File: config.mk
export PLATFORM = sky130hd
export DESIGN_NAME = serial_ctrl_status
export DESIGN_NICKNAME = d
export VERILOG_FILES = /design/src/rtl/serial_ctrl_pkg.sv /design/src/rtl/pin_sync.sv /design/src/rtl/sck_pin_ctrl.sv /design/src/rtl/serial_ctrl_status.sv
export SDC_FILE = /design/constraint.sdc
export NUM_CORES = 1
export LEC_CHECK = 0
export BUFFER_PORTS_ARGS = -buffer_cell sky130_fd_sc_hd__buf_2
export CAP_MARGIN = 20
export CORE_AREA = 2 2 96 98
export DETAILED_ROUTE_END_ITERATION = 12
export DIE_AREA = 0 0 98 100
export PLACE_DENSITY = 0.83
export SYNTH_ARGS = -nofsm -noshare
export SYNTH_HDL_FRONTEND = slang
export SYNTH_SLANG_ARGS = --single-unit
File: constraint.sdc
create_clock -name sys_clk -period 3.5 [get_ports sys_clk]
set_clock_uncertainty 0.05 [all_clocks]
set_input_delay 0.7 -clock sys_clk [delete_from_list [all_inputs] [get_ports sys_clk]]
set_output_delay 0.7 -clock sys_clk [all_outputs]
set_load 0.01 [all_outputs]
File: src/rtl/serial_ctrl_pkg.sv
// Purpose: Shared constants of the serial control and status block
// Assumes: 8-bit registers, each on its own 32-bit word of the register bus
// Notes: Register offsets are byte addresses
package serial_ctrl_pkg;
    localparam int ADDR_W = 4;
    localparam logic [ADDR_W-1:0] ADDR_CTRL = 4'h0;
    localparam logic [ADDR_W-1:0] ADDR_STATUS = 4'h4;
    localparam logic [ADDR_W-1:0] ADDR_TX_HOLD = 4'h8;

    // Control register fields
    localparam int CTRL_TIE = 7;
    localparam int CTRL_RIE = 6;
    localparam int CTRL_TE = 5;
    localparam int CTRL_RE = 4;
    localparam int CTRL_ADDR_WAIT_IRQ_EN = 3;
    localparam int CTRL_TX_DONE_IRQ_EN = 2;
    localparam int CTRL_CKSRC = 1;
    localparam int CTRL_CKOE = 0;

    // Status register fields
    localparam int ST_TX_EMPTY_FLAG = 7;
    localparam int ST_RX_FULL_FLAG = 6;
    localparam int ST_OVERRUN_FLAG = 5;
    localparam int ST_FER = 4;
    localparam int ST_PER = 3;
    localparam int ST_TX_DONE_FLAG = 2;
    localparam int ST_MPB = 1;
    localparam int ST_MPBT = 0;

    localparam logic [7:0] CTRL_RESET = 8'h00;
    localparam logic [7:0] STATUS_RESET = 8'h84;
    // Flags that a write-zero may clear only after a read-as-one
    localparam logic [7:0] CLR_MASK = 8'hF8;

    localparam logic [1:0] RESP_OKAY = 2'h0;
    localparam logic [1:0] RESP_SLVERR = 2'h2;
endpackage

File: src/rtl/pin_sync.sv
// Purpose: Two-flop synchroniser for pin inputs
// Assumes: Inputs are asynchronous to sys_clk
// Notes: Only the second stage is visible outside
`timescale 1ns/1ps
`default_nettype none
module pin_sync #(
    parameter int W = 2
) (
    input wire logic sys_clk,
    input wire logic rst,
    input wire logic ce,
    input wire logic [W-1:0] pin_in,
    output logic [W-1:0] pin_sync_out
);
    logic [W-1:0] meta_q;
    logic [W-1:0] meta_d;
    logic [W-1:0] sync_q;
    logic [W-1:0] sync_d;

    always_comb
    begin
        meta_d = ce ? pin_in : meta_q;
        sync_d = ce ? meta_q : sync_q;
    end

    always_ff @(posedge sys_clk or posedge rst)
    begin
        if (rst)
        begin
            // Idle-high reset so no false falling edge follows reset
            meta_q <= '1;
            sync_q <= '1;
        end
        else
        begin
            meta_q <= meta_d;
            sync_q <= sync_d;
        end
    end

    assign pin_sync_out = sync_q;
endmodule
`default_nettype wire

File: src/rtl/sck_pin_ctrl.sv
// Purpose: Serial clock pin direction and internal clock output
// Assumes: half_tick pulses twice per bit time
// Notes: Pin left undriven when it serves as general I/O
`timescale 1ns/1ps
`default_nettype none
module sck_pin_ctrl (
    input wire logic sys_clk,
    input wire logic rst,
    input wire logic ce,
    input wire logic mode_sync,
    input wire logic clk_src_sel,
    input wire logic clk_out_en,
    input wire logic half_tick,
    output logic sck_o,
    output logic sck_oe,
    output logic ext_sel
);
    logic sck_q;
    logic sck_d;
    logic oe_q;
    logic oe_d;
    logic ext_q;
    logic ext_d;

    always_comb
    begin
        sck_d = sck_q;
        oe_d = oe_q;
        ext_d = ext_q;
        if (ce)
        begin
            ext_d = clk_src_sel;
            // Sync mode ignores the output enable bit
            oe_d = !clk_src_sel && (mode_sync || clk_out_en);
            // Two toggles per bit: pin frequency equals the bit rate
            sck_d = oe_d ? (half_tick ? !sck_q : sck_q) : 1'b1;
        end
    end

    always_ff @(posedge sys_clk or posedge rst)
    begin
        if (rst)
        begin
            sck_q <= 1'b1;
            oe_q <= 1'b0;
            ext_q <= 1'b0;
        end
        else
        begin
            sck_q <= sck_d;
            oe_q <= oe_d;
            ext_q <= ext_d;
        end
    end

    assign sck_o = sck_q;
    assign sck_oe = oe_q;
    assign ext_sel = ext_q;
endmodule
`default_nettype wire

File: src/rtl/serial_ctrl_status.sv
// Purpose: Control and status registers of the serial unit, AXI4-Lite slave
// Assumes: Shifters, baud generator and mode register sit outside, on sys_clk
// Notes: Interrupt requests are registered levels, one cycle behind their cause
// Functional notes
// - Tx-empty request while enable and tx-empty flag; drops on flag clear or disable
// - One receive interrupt enable bit gates both rx-full and rx-error requests
// - Rx requests drop on read-one-write-zero of rx flags or enable clear
// - Tx-empty sets on reset, standby, transmit disable, holding-to-shifter move
// - Transmission starts once tx-empty is cleared with transmitter enabled
// - Disabling receiver leaves rx-full and error flags untouched
// - Reception starts on start bit (async), serial clock input falling edge (sync external) or at once (sync internal)
// - Address-wait enable acts only in async multiprocessor format
// - During address wait frames are dropped and rx flags stay unset
// - Address frame sets address flag, ends wait, reopens normal reception
// - Tx-done request when last bit leaves with holding register empty
// - Tx-done request drops on tx-empty clear or its enable clear
// - Async clock select: internal free pin, internal driven out, external in
// - Sync clock source: internal driven out or external in
// - Driven async clock runs at the bit rate
// - Flag writes of one ignored; zero clears only after reading one; MPBT takes the written bit
// - Tx-done and received address flag are read-only
// - Status returns to 84 hex on reset and standby
// - Tx-empty clears by read-one-write-zero or DMA holding write
// - Control resets to zero on reset and standby, always accessible
`timescale 1ns/1ps
`default_nettype none
module serial_ctrl_status (
    input wire logic sys_clk,
    input wire logic rst,
    input wire logic ce,
    input wire logic [serial_ctrl_pkg::ADDR_W-1:0] awaddr,
    input wire logic awvalid,
    output logic awready,
    input wire logic [31:0] wdata,
    input wire logic [3:0] wstrb,
    input wire logic wvalid,
    output logic wready,
    output logic [1:0] bresp,
    output logic bvalid,
    input wire logic bready,
    input wire logic [serial_ctrl_pkg::ADDR_W-1:0] araddr,
    input wire logic arvalid,
    output logic arready,
    output logic [31:0] rdata,
    output logic [1:0] rresp,
    output logic rvalid,
    input wire logic rready,
    input wire logic mode_sync,
    input wire logic multiproc_format,
    input wire logic standby,
    input wire logic tx_load,
    input wire logic tx_last_bit,
    input wire logic dma_tx_write,
    input wire logic [7:0] dma_tx_data,
    input wire logic dma_rx_read,
    input wire logic rx_frame_done,
    input wire logic rx_mpb,
    input wire logic rx_frame_err,
    input wire logic rx_parity_err,
    input wire logic rx_busy,
    input wire logic baud_half_tick,
    input wire logic rxd_pin,
    input wire logic sck_i,
    output logic sck_o,
    output logic sck_oe,
    output logic [7:0] tx_holding,
    output logic tx_go,
    output logic rx_on,
    output logic rx_start,
    output logic rx_store,
    output logic ext_clk_sel,
    output logic ext_clk_edge,
    output logic tx_empty_irq,
    output logic rx_full_irq,
    output logic rx_error_irq,
    output logic tx_done_irq
);
    import serial_ctrl_pkg::*;

    logic [7:0] ctrl_q, ctrl_d, status_q, status_d, seen_q, seen_d;
    logic [7:0] txh_q, txh_d;
    logic aw_held_q, aw_held_d, w_held_q, w_held_d;
    logic [ADDR_W-1:0] aw_addr_q, aw_addr_d;
    logic [7:0] w_data_q, w_data_d;
    logic w_en_q, w_en_d;
    logic awready_q, awready_d, wready_q, wready_d, bvalid_q, bvalid_d;
    logic [1:0] bresp_q, bresp_d, rresp_q, rresp_d;
    logic arready_q, arready_d, rvalid_q, rvalid_d;
    logic [31:0] rdata_q, rdata_d;
    logic [3:0] irq_q, irq_d;
    logic tx_go_q, tx_go_d, rx_start_q, rx_start_d, rx_store_q, rx_store_d;
    logic rxd_prev_q, rxd_prev_d, sck_prev_q, sck_prev_d, edge_q, edge_d;
    logic [1:0] pins_s;
    logic wr_go, ar_fire, st_wr, mp_wait, frame_ok, accept, overrun;
    logic [7:0] clr_v, set_v;
    logic sck_fall, rxd_fall, ext_sel;

    pin_sync #(.W(2)) u_sync (
        .sys_clk(sys_clk),
        .rst(rst),
        .ce(ce),
        .pin_in({sck_i, rxd_pin}),
        .pin_sync_out(pins_s)
    );

    sck_pin_ctrl u_sck (
        .sys_clk(sys_clk),
        .rst(rst),
        .ce(ce),
        .mode_sync(mode_sync),
        .clk_src_sel(ctrl_q[CTRL_CKSRC]),
        .clk_out_en(ctrl_q[CTRL_CKOE]),
        .half_tick(baud_half_tick),
        .sck_o(sck_o),
        .sck_oe(sck_oe),
        .ext_sel(ext_sel)
    );

    // Bus channels
    always_comb
    begin
        aw_held_d = aw_held_q;
        aw_addr_d = aw_addr_q;
        w_held_d = w_held_q;
        w_data_d = w_data_q;
        w_en_d = w_en_q;
        bvalid_d = bvalid_q;
        bresp_d = bresp_q;
        arready_d = arready_q;
        rvalid_d = rvalid_q;
        rdata_d = rdata_q;
        rresp_d = rresp_q;
        wr_go = aw_held_q && w_held_q && !bvalid_q;
        ar_fire = arvalid && arready_q;
        if (awvalid && awready_q)
        begin
            aw_held_d = 1'b1;
            aw_addr_d = awaddr;
        end
        if (wvalid && wready_q)
        begin
            w_held_d = 1'b1;
            w_data_d = wdata[7:0];
            w_en_d = wstrb[0];
        end
        if (bvalid_q && bready)
        begin
            bvalid_d = 1'b0;
        end
        if (wr_go)
        begin
            aw_held_d = 1'b0;
            w_held_d = 1'b0;
            bvalid_d = 1'b1;
            bresp_d = (aw_addr_q == ADDR_CTRL || aw_addr_q == ADDR_STATUS
                || aw_addr_q == ADDR_TX_HOLD) ? RESP_OKAY : RESP_SLVERR;
        end
        if (rvalid_q && rready)
        begin
            rvalid_d = 1'b0;
        end
        if (ar_fire)
        begin
            rvalid_d = 1'b1;
            rresp_d = RESP_OKAY;
            case (araddr)
                ADDR_CTRL: rdata_d = {24'h00_0000, ctrl_q};
                ADDR_STATUS: rdata_d = {24'h00_0000, status_q};
                ADDR_TX_HOLD: rdata_d = {24'h00_0000, txh_q};
                default:
                begin
                    rdata_d = 32'h0000_0000;
                    rresp_d = RESP_SLVERR;
                end
            endcase
        end
        awready_d = !aw_held_d;
        wready_d = !w_held_d;
        arready_d = !rvalid_d && !ar_fire;
    end

    // Register file and flags
    always_comb
    begin
        ctrl_d = ctrl_q;
        txh_d = txh_q;
        st_wr = wr_go && w_en_q && aw_addr_q == ADDR_STATUS;
        mp_wait = ctrl_q[CTRL_ADDR_WAIT_IRQ_EN] && multiproc_format && !mode_sync;
        // Overrun stalls reception until software clears it
        frame_ok = rx_frame_done && ctrl_q[CTRL_RE] && !status_q[ST_OVERRUN_FLAG];
        accept = frame_ok && !(mp_wait && !rx_mpb);
        // Written zero clears only a flag seen at one; ones are ignored
        clr_v = {8{st_wr}} & ~w_data_q & seen_q & CLR_MASK;
        if (dma_tx_write)
        begin
            clr_v[ST_TX_EMPTY_FLAG] = 1'b1;
            txh_d = dma_tx_data;
        end
        if (dma_rx_read)
        begin
            clr_v[ST_RX_FULL_FLAG] = 1'b1;
        end
        overrun = status_q[ST_RX_FULL_FLAG] && !clr_v[ST_RX_FULL_FLAG];
        set_v = 8'h00;
        set_v[ST_TX_EMPTY_FLAG] = tx_load || !ctrl_q[CTRL_TE];
        // Tx-done clears only when tx-empty really clears, not while it is locked
        clr_v[ST_TX_DONE_FLAG] = clr_v[ST_TX_EMPTY_FLAG] && !set_v[ST_TX_EMPTY_FLAG];
        set_v[ST_TX_DONE_FLAG] = tx_last_bit && status_q[ST_TX_EMPTY_FLAG];
        set_v[ST_OVERRUN_FLAG] = accept && overrun;
        set_v[ST_RX_FULL_FLAG] = accept && !overrun;
        set_v[ST_FER] = accept && !overrun && rx_frame_err && !mode_sync;
        set_v[ST_PER] = accept && !overrun && rx_parity_err && !mode_sync
            && !multiproc_format;
        // Set wins over a clear in the same cycle; disabling receive clears nothing
        status_d = set_v | (status_q & ~clr_v);
        if (accept && multiproc_format && !mode_sync)
        begin
            status_d[ST_MPB] = rx_mpb;
        end
        if (st_wr)
        begin
            status_d[ST_MPBT] = w_data_q[ST_MPBT];
        end
        seen_d = st_wr ? 8'h00 : seen_q;
        if (ar_fire && araddr == ADDR_STATUS)
        begin
            seen_d = seen_q | (status_q & CLR_MASK);
        end
        if (frame_ok && mp_wait && rx_mpb)
        begin
            ctrl_d[CTRL_ADDR_WAIT_IRQ_EN] = 1'b0;
        end
        if (wr_go && w_en_q && aw_addr_q == ADDR_CTRL)
        begin
            ctrl_d = w_data_q;
        end
        if (wr_go && w_en_q && aw_addr_q == ADDR_TX_HOLD)
        begin
            txh_d = w_data_q;
        end
        if (standby)
        begin
            ctrl_d = CTRL_RESET;
            status_d = STATUS_RESET;
            seen_d = 8'h00;
        end
    end

    // Requests, pin events and shifter handshakes
    always_comb
    begin
        irq_d[0] = ctrl_q[CTRL_TIE] && status_q[ST_TX_EMPTY_FLAG];
        irq_d[1] = ctrl_q[CTRL_RIE] && status_q[ST_RX_FULL_FLAG];
        irq_d[2] = ctrl_q[CTRL_RIE] && |status_q[ST_OVERRUN_FLAG:ST_PER];
        irq_d[3] = ctrl_q[CTRL_TX_DONE_IRQ_EN] && status_q[ST_TX_DONE_FLAG];
        tx_go_d = ctrl_q[CTRL_TE] && !status_q[ST_TX_EMPTY_FLAG];
        rxd_prev_d = pins_s[0];
        sck_prev_d = pins_s[1];
        rxd_fall = rxd_prev_q && !pins_s[0];
        sck_fall = sck_prev_q && !pins_s[1];
        edge_d = ext_sel && !sck_prev_q && pins_s[1];
        if (mode_sync)
        begin
            rx_start_d = ctrl_q[CTRL_RE] && !rx_busy
                && (ctrl_q[CTRL_CKSRC] ? sck_fall : 1'b1);
        end
        else
        begin
            rx_start_d = ctrl_q[CTRL_RE] && !rx_busy && rxd_fall;
        end
        rx_store_d = set_v[ST_RX_FULL_FLAG];
    end

    always_ff @(posedge sys_clk or posedge rst)
    begin
        if (rst)
        begin
            ctrl_q <= CTRL_RESET;
            status_q <= STATUS_RESET;
            seen_q <= 8'h00;
            txh_q <= 8'h00;
            aw_held_q <= 1'b0;
            aw_addr_q <= '0;
            w_held_q <= 1'b0;
            w_data_q <= 8'h00;
            w_en_q <= 1'b0;
            awready_q <= 1'b0;
            wready_q <= 1'b0;
            bvalid_q <= 1'b0;
            bresp_q <= RESP_OKAY;
            arready_q <= 1'b0;
            rvalid_q <= 1'b0;
            rdata_q <= 32'h0000_0000;
            rresp_q <= RESP_OKAY;
            irq_q <= 4'h0;
            tx_go_q <= 1'b0;
            rx_start_q <= 1'b0;
            rx_store_q <= 1'b0;
            rxd_prev_q <= 1'b1;
            sck_prev_q <= 1'b1;
            edge_q <= 1'b0;
        end
        else if (ce)
        begin
            ctrl_q <= ctrl_d;
            status_q <= status_d;
            seen_q <= seen_d;
            txh_q <= txh_d;
            aw_held_q <= aw_held_d;
            aw_addr_q <= aw_addr_d;
            w_held_q <= w_held_d;
            w_data_q <= w_data_d;
            w_en_q <= w_en_d;
            awready_q <= awready_d;
            wready_q <= wready_d;
            bvalid_q <= bvalid_d;
            bresp_q <= bresp_d;
            arready_q <= arready_d;
            rvalid_q <= rvalid_d;
            rdata_q <= rdata_d;
            rresp_q <= rresp_d;
            irq_q <= irq_d;
            tx_go_q <= tx_go_d;
            rx_start_q <= rx_start_d;
            rx_store_q <= rx_store_d;
            rxd_prev_q <= rxd_prev_d;
            sck_prev_q <= sck_prev_d;
            edge_q <= edge_d;
        end
    end

    assign awready = awready_q;
    assign wready = wready_q;
    assign bvalid = bvalid_q;
    assign bresp = bresp_q;
    assign arready = arready_q;
    assign rvalid = rvalid_q;
    assign rdata = rdata_q;
    assign rresp = rresp_q;
    assign tx_holding = txh_q;
    assign tx_go = tx_go_q;
    assign rx_on = ctrl_q[CTRL_RE];
    assign rx_start = rx_start_q;
    assign rx_store = rx_store_q;
    assign ext_clk_sel = ext_sel;
    assign ext_clk_edge = edge_q;
    assign tx_empty_irq = irq_q[0];
    assign rx_full_irq = irq_q[1];
    assign rx_error_irq = irq_q[2];
    assign tx_done_irq = irq_q[3];
endmodule
`default_nettype wire

==> results.json <==
{
  "root_buffer": "clkbuf_8",
  "rr_worst_depth": 3,
  "core_area_mm2": 0.00889,
  "diodes": 0,
  "wl_mm": 8.97,
  "netlist_instances": 343,
  "drv_cap": 0,
  "tns_ns": 0,
  "yosys.cell_types.count": 54,
  "antenna_left": 0,
  "ys_top_cells_by_area": "dfrtp_1 (43%), dfstp_2 (6.1%), mux2_2 (5.8%), buf_4 (5.2%), mux2i_1 (4.1%)",
  "vias_per_cell": 5.45,
  "row_count": 35,
  "io_pins": 136,
  "first_pass_iters": 5,
  "layout_common_cells": "buf_2 (82), dfrtp_1 (67), o21ai_0 (32), nand2_1 (26), conb_1 (26)",
  "cts_tree": "yes",
  "p_leak_nw": 2.07,
  "synth_compound_area_share_pct": 19.8,
  "final_common_cell": "buf_2",
  "timing.fmax_mhz": 530,
  "grt_pass1_wl_mm": 14.7,
  "final.setup.worst_slack_ns": 1.61,
  "drv_slew": 0,
  "die_w_um": 98,
  "yosysTopAreaCell": "dfrtp_1",
  "path_cells": "buf_2, nand4b_1, or3_1, nor2_1, a221o_1",
  "clock_sinks": 76,
  "cts_buffers": 9,
  "crit_type": "primary input to flip-flop",
  "clockBufferDepth": 2,
  "synthesis.area_mm2": 0.00388,
  "drc": 0,
  "cp.required_ns": 3.73,
  "first_iter_violations": 250,
  "cts_hold_buffers": 0,
  "layout.nets": 497,
  "ctsHtreeMaxLevel": 3,
  "synth_edf_count": 0,
  "worstHoldPathType": "flip-flop to flip-flop",
  "grt_setup_unrepaired": "false",
  "ys_seq_area_share_pct": 49.4,
  "hp-start": "ext_clk_edge",
  "status": "completed",
  "finalHoldViolations": 0,
  "clock_power_share_pct": 27.9,
  "seq_power_share_pct": 51.2,
  "grt_pass1_vias": 2981,
  "critPathLaunch": "araddr[2]",
  "p_sw_share_pct": 30.8,
  "vias": 2932,
  "p_sw_w": 0.000751,
  "slowest_stage": "or3_1",
  "arrival_ns": 2.12,
  "filler_cell_count": 789,
  "grt_max_degree": 77,
  "crit_fanout": 11,
  "grtUsageTotal_pct": 18.7,
  "ys_warn_count": 0,
  "initial_core_util_pct": 43.6,
  "pre_cts_slack_ns": 1.29,
  "reg2reg_from": "arready",
  "ir_worst_vdd_uv": 332,
  "synth-seq-cells": 76,
  "antenna_found_initial": 0,
  "post_cts_resized": 0,
  "powerDensity_mw_per_mm2": 547,
  "ys.flop_type": "dfrtp_1",
  "synth_top_area_share_pct": 43.3,
  "start_kind": "primary input",
  "fin_crit_ns": 1.89,
  "synth_simple_gate_area_share_pct": 11.4,
  "die_h_um": 100,
  "gp_congestion": 0.883,
  "drive_gt1_share_pct": 33.7,
  "dp_hpwl_mm": 6.44,
  "numPortBuffers": 82,
  "synth_top_family_by_area": "compound AO/OA/AOI/OAI gates",
  "finalSetupViolCount": 0,
  "intPower_w": 0.00168,
  "die-area_mm2": 0.00980,
  "synth_xor_area_share_pct": 0,
  "combPwrFrac_pct": 20.9,
  "synthMuxAreaShare_pct": 9.94,
  "detail_route.wl_per_cell_um": 16.7,
  "async_flop_share_pct": 100,
  "area_growth_pct": 14.8,
  "synth_adder_area_share_pct": 0,
  "tightest_slew_ns": 0.938,
  "clk_pin_slew_ns": 0.07,
  "hold_depth": 1,
  "period_share_pct": 53.9,
  "cts_setup_buffers": 0,
  "gr-total-overflow": 0,
  "synth.avg_cell_area_um2": 11.3,
  "worstSkewPairLatency_ns": 0.35,
  "slowest_delay_ns": 0.47,
  "end_kind": "flip-flop",
  "slew_headroom_pct": 37.5
}
per-stage QoR:
step | hold slack [ns] | cells | total power (W) | util [%] | instance area [µm²]
after floorplan | 0.415 | 368 | 0.00158 | - | 3970
after global placement | 0.417 | 522 | 0.00174 | 47.8 | 4250
after detailed placement | 0.422 | 522 | 0.00177 | 47.8 | 4250
after CTS | 0.441 | 538 | 0.00245 | 50.1 | 4450
after global routing | 0.457 | 538 | 0.00256 | 50.1 | 4450
final | 0.439 | 538 | 0.00244 | 50.1 | 4450
cell usage after synthesis (4+ instances only):
library cell	number
a21oi_1	15
a221o_1	4
a22o_1	15
a2bb2oi_2	8
buf_4	27
clkbuf_1	8
dfrtp_1	67
dfstp_2	9
inv_1	17
mux2_2	20
mux2i_1	16
nand2_1	26
nand2b_1	9
nand3_1	8
o21ai_0	32
or2b_1	7
path summary, 6_finish.rpt:
kind	endpoint	slack (ns)
setup reg to reg	rdata[1]	1.74
max in group asynchronous	status_q[1]	2.21
hold reg to reg	ext_clk_edge	0.44
hold / removal	ext_clk_edge	0.44
min in group asynchronous	aw_held_q	0.59
setup / recovery	seen_q[6]	1.61
power groups by stage:
stage,Sequential (W),Clock (W),Combinational [W]
floorplan,0.00123,0,0.000358
global placement,0.00124,0,0.000495
detailed placement,0.00126,0,0.000512
CTS,0.00124,0.000693,0.000516
global route,0.00127,0.000734,0.000560
finish,0.00125,0.000681,0.000509
sequential cells by signal, summed over array words and instances (netlist names), 2 cells and up:
signal	cells
irq_q	4
ctrl_q	8
w_data_q	8
u_sync.meta_q	2
seen_q	5
aw_addr_q	4
tx_holding	8
status_q	8
u_sync.pin_sync_out	2
rdata	8
layout make-up:
| cell class | instances | area [µm²] | share of cell area (%) |
|---|---|---|---|
| inverters | 17 | 63.8 | 1.43 |
| multi-input cells | 233 | 1690 | 38.0 |
| repair buffers | 85 | 445 | 10.0 |
| well taps | 111 | 139 | 3.12 |
| clock inverters | 2 | 35.0 | 0.787 |
| flip-flops and latches | 76 | 1910 | 43.0 |
| clock buffers | 14 | 163 | 3.65 |
routing by layer:
metal	routed length (µm)	vias to the layer above	global-route usage, %
met2	4450	119	30.6
met4	168	0	8.12
met1	3830	1444	24.8
li1	-	1355	-
met5	0	-	0
met3	514	14	3.20
logic make-up (layout without fill, tap and decap cells):
logic type,Yosys count,count (layout)
compound gates,98,98
flops,76,76
simple gates,73,73
buf+inv,59,118
mux,36,36
other cells,1,26
worst max-delay path, delay by kind of cell:
kind                   cells  cell delay (ns)
buffers and inverters      1             0.30
and+or+nand+nor            3             0.91
AOI/OAI and AO/OA          1             0.21
(Power assumes the default switching activity.)
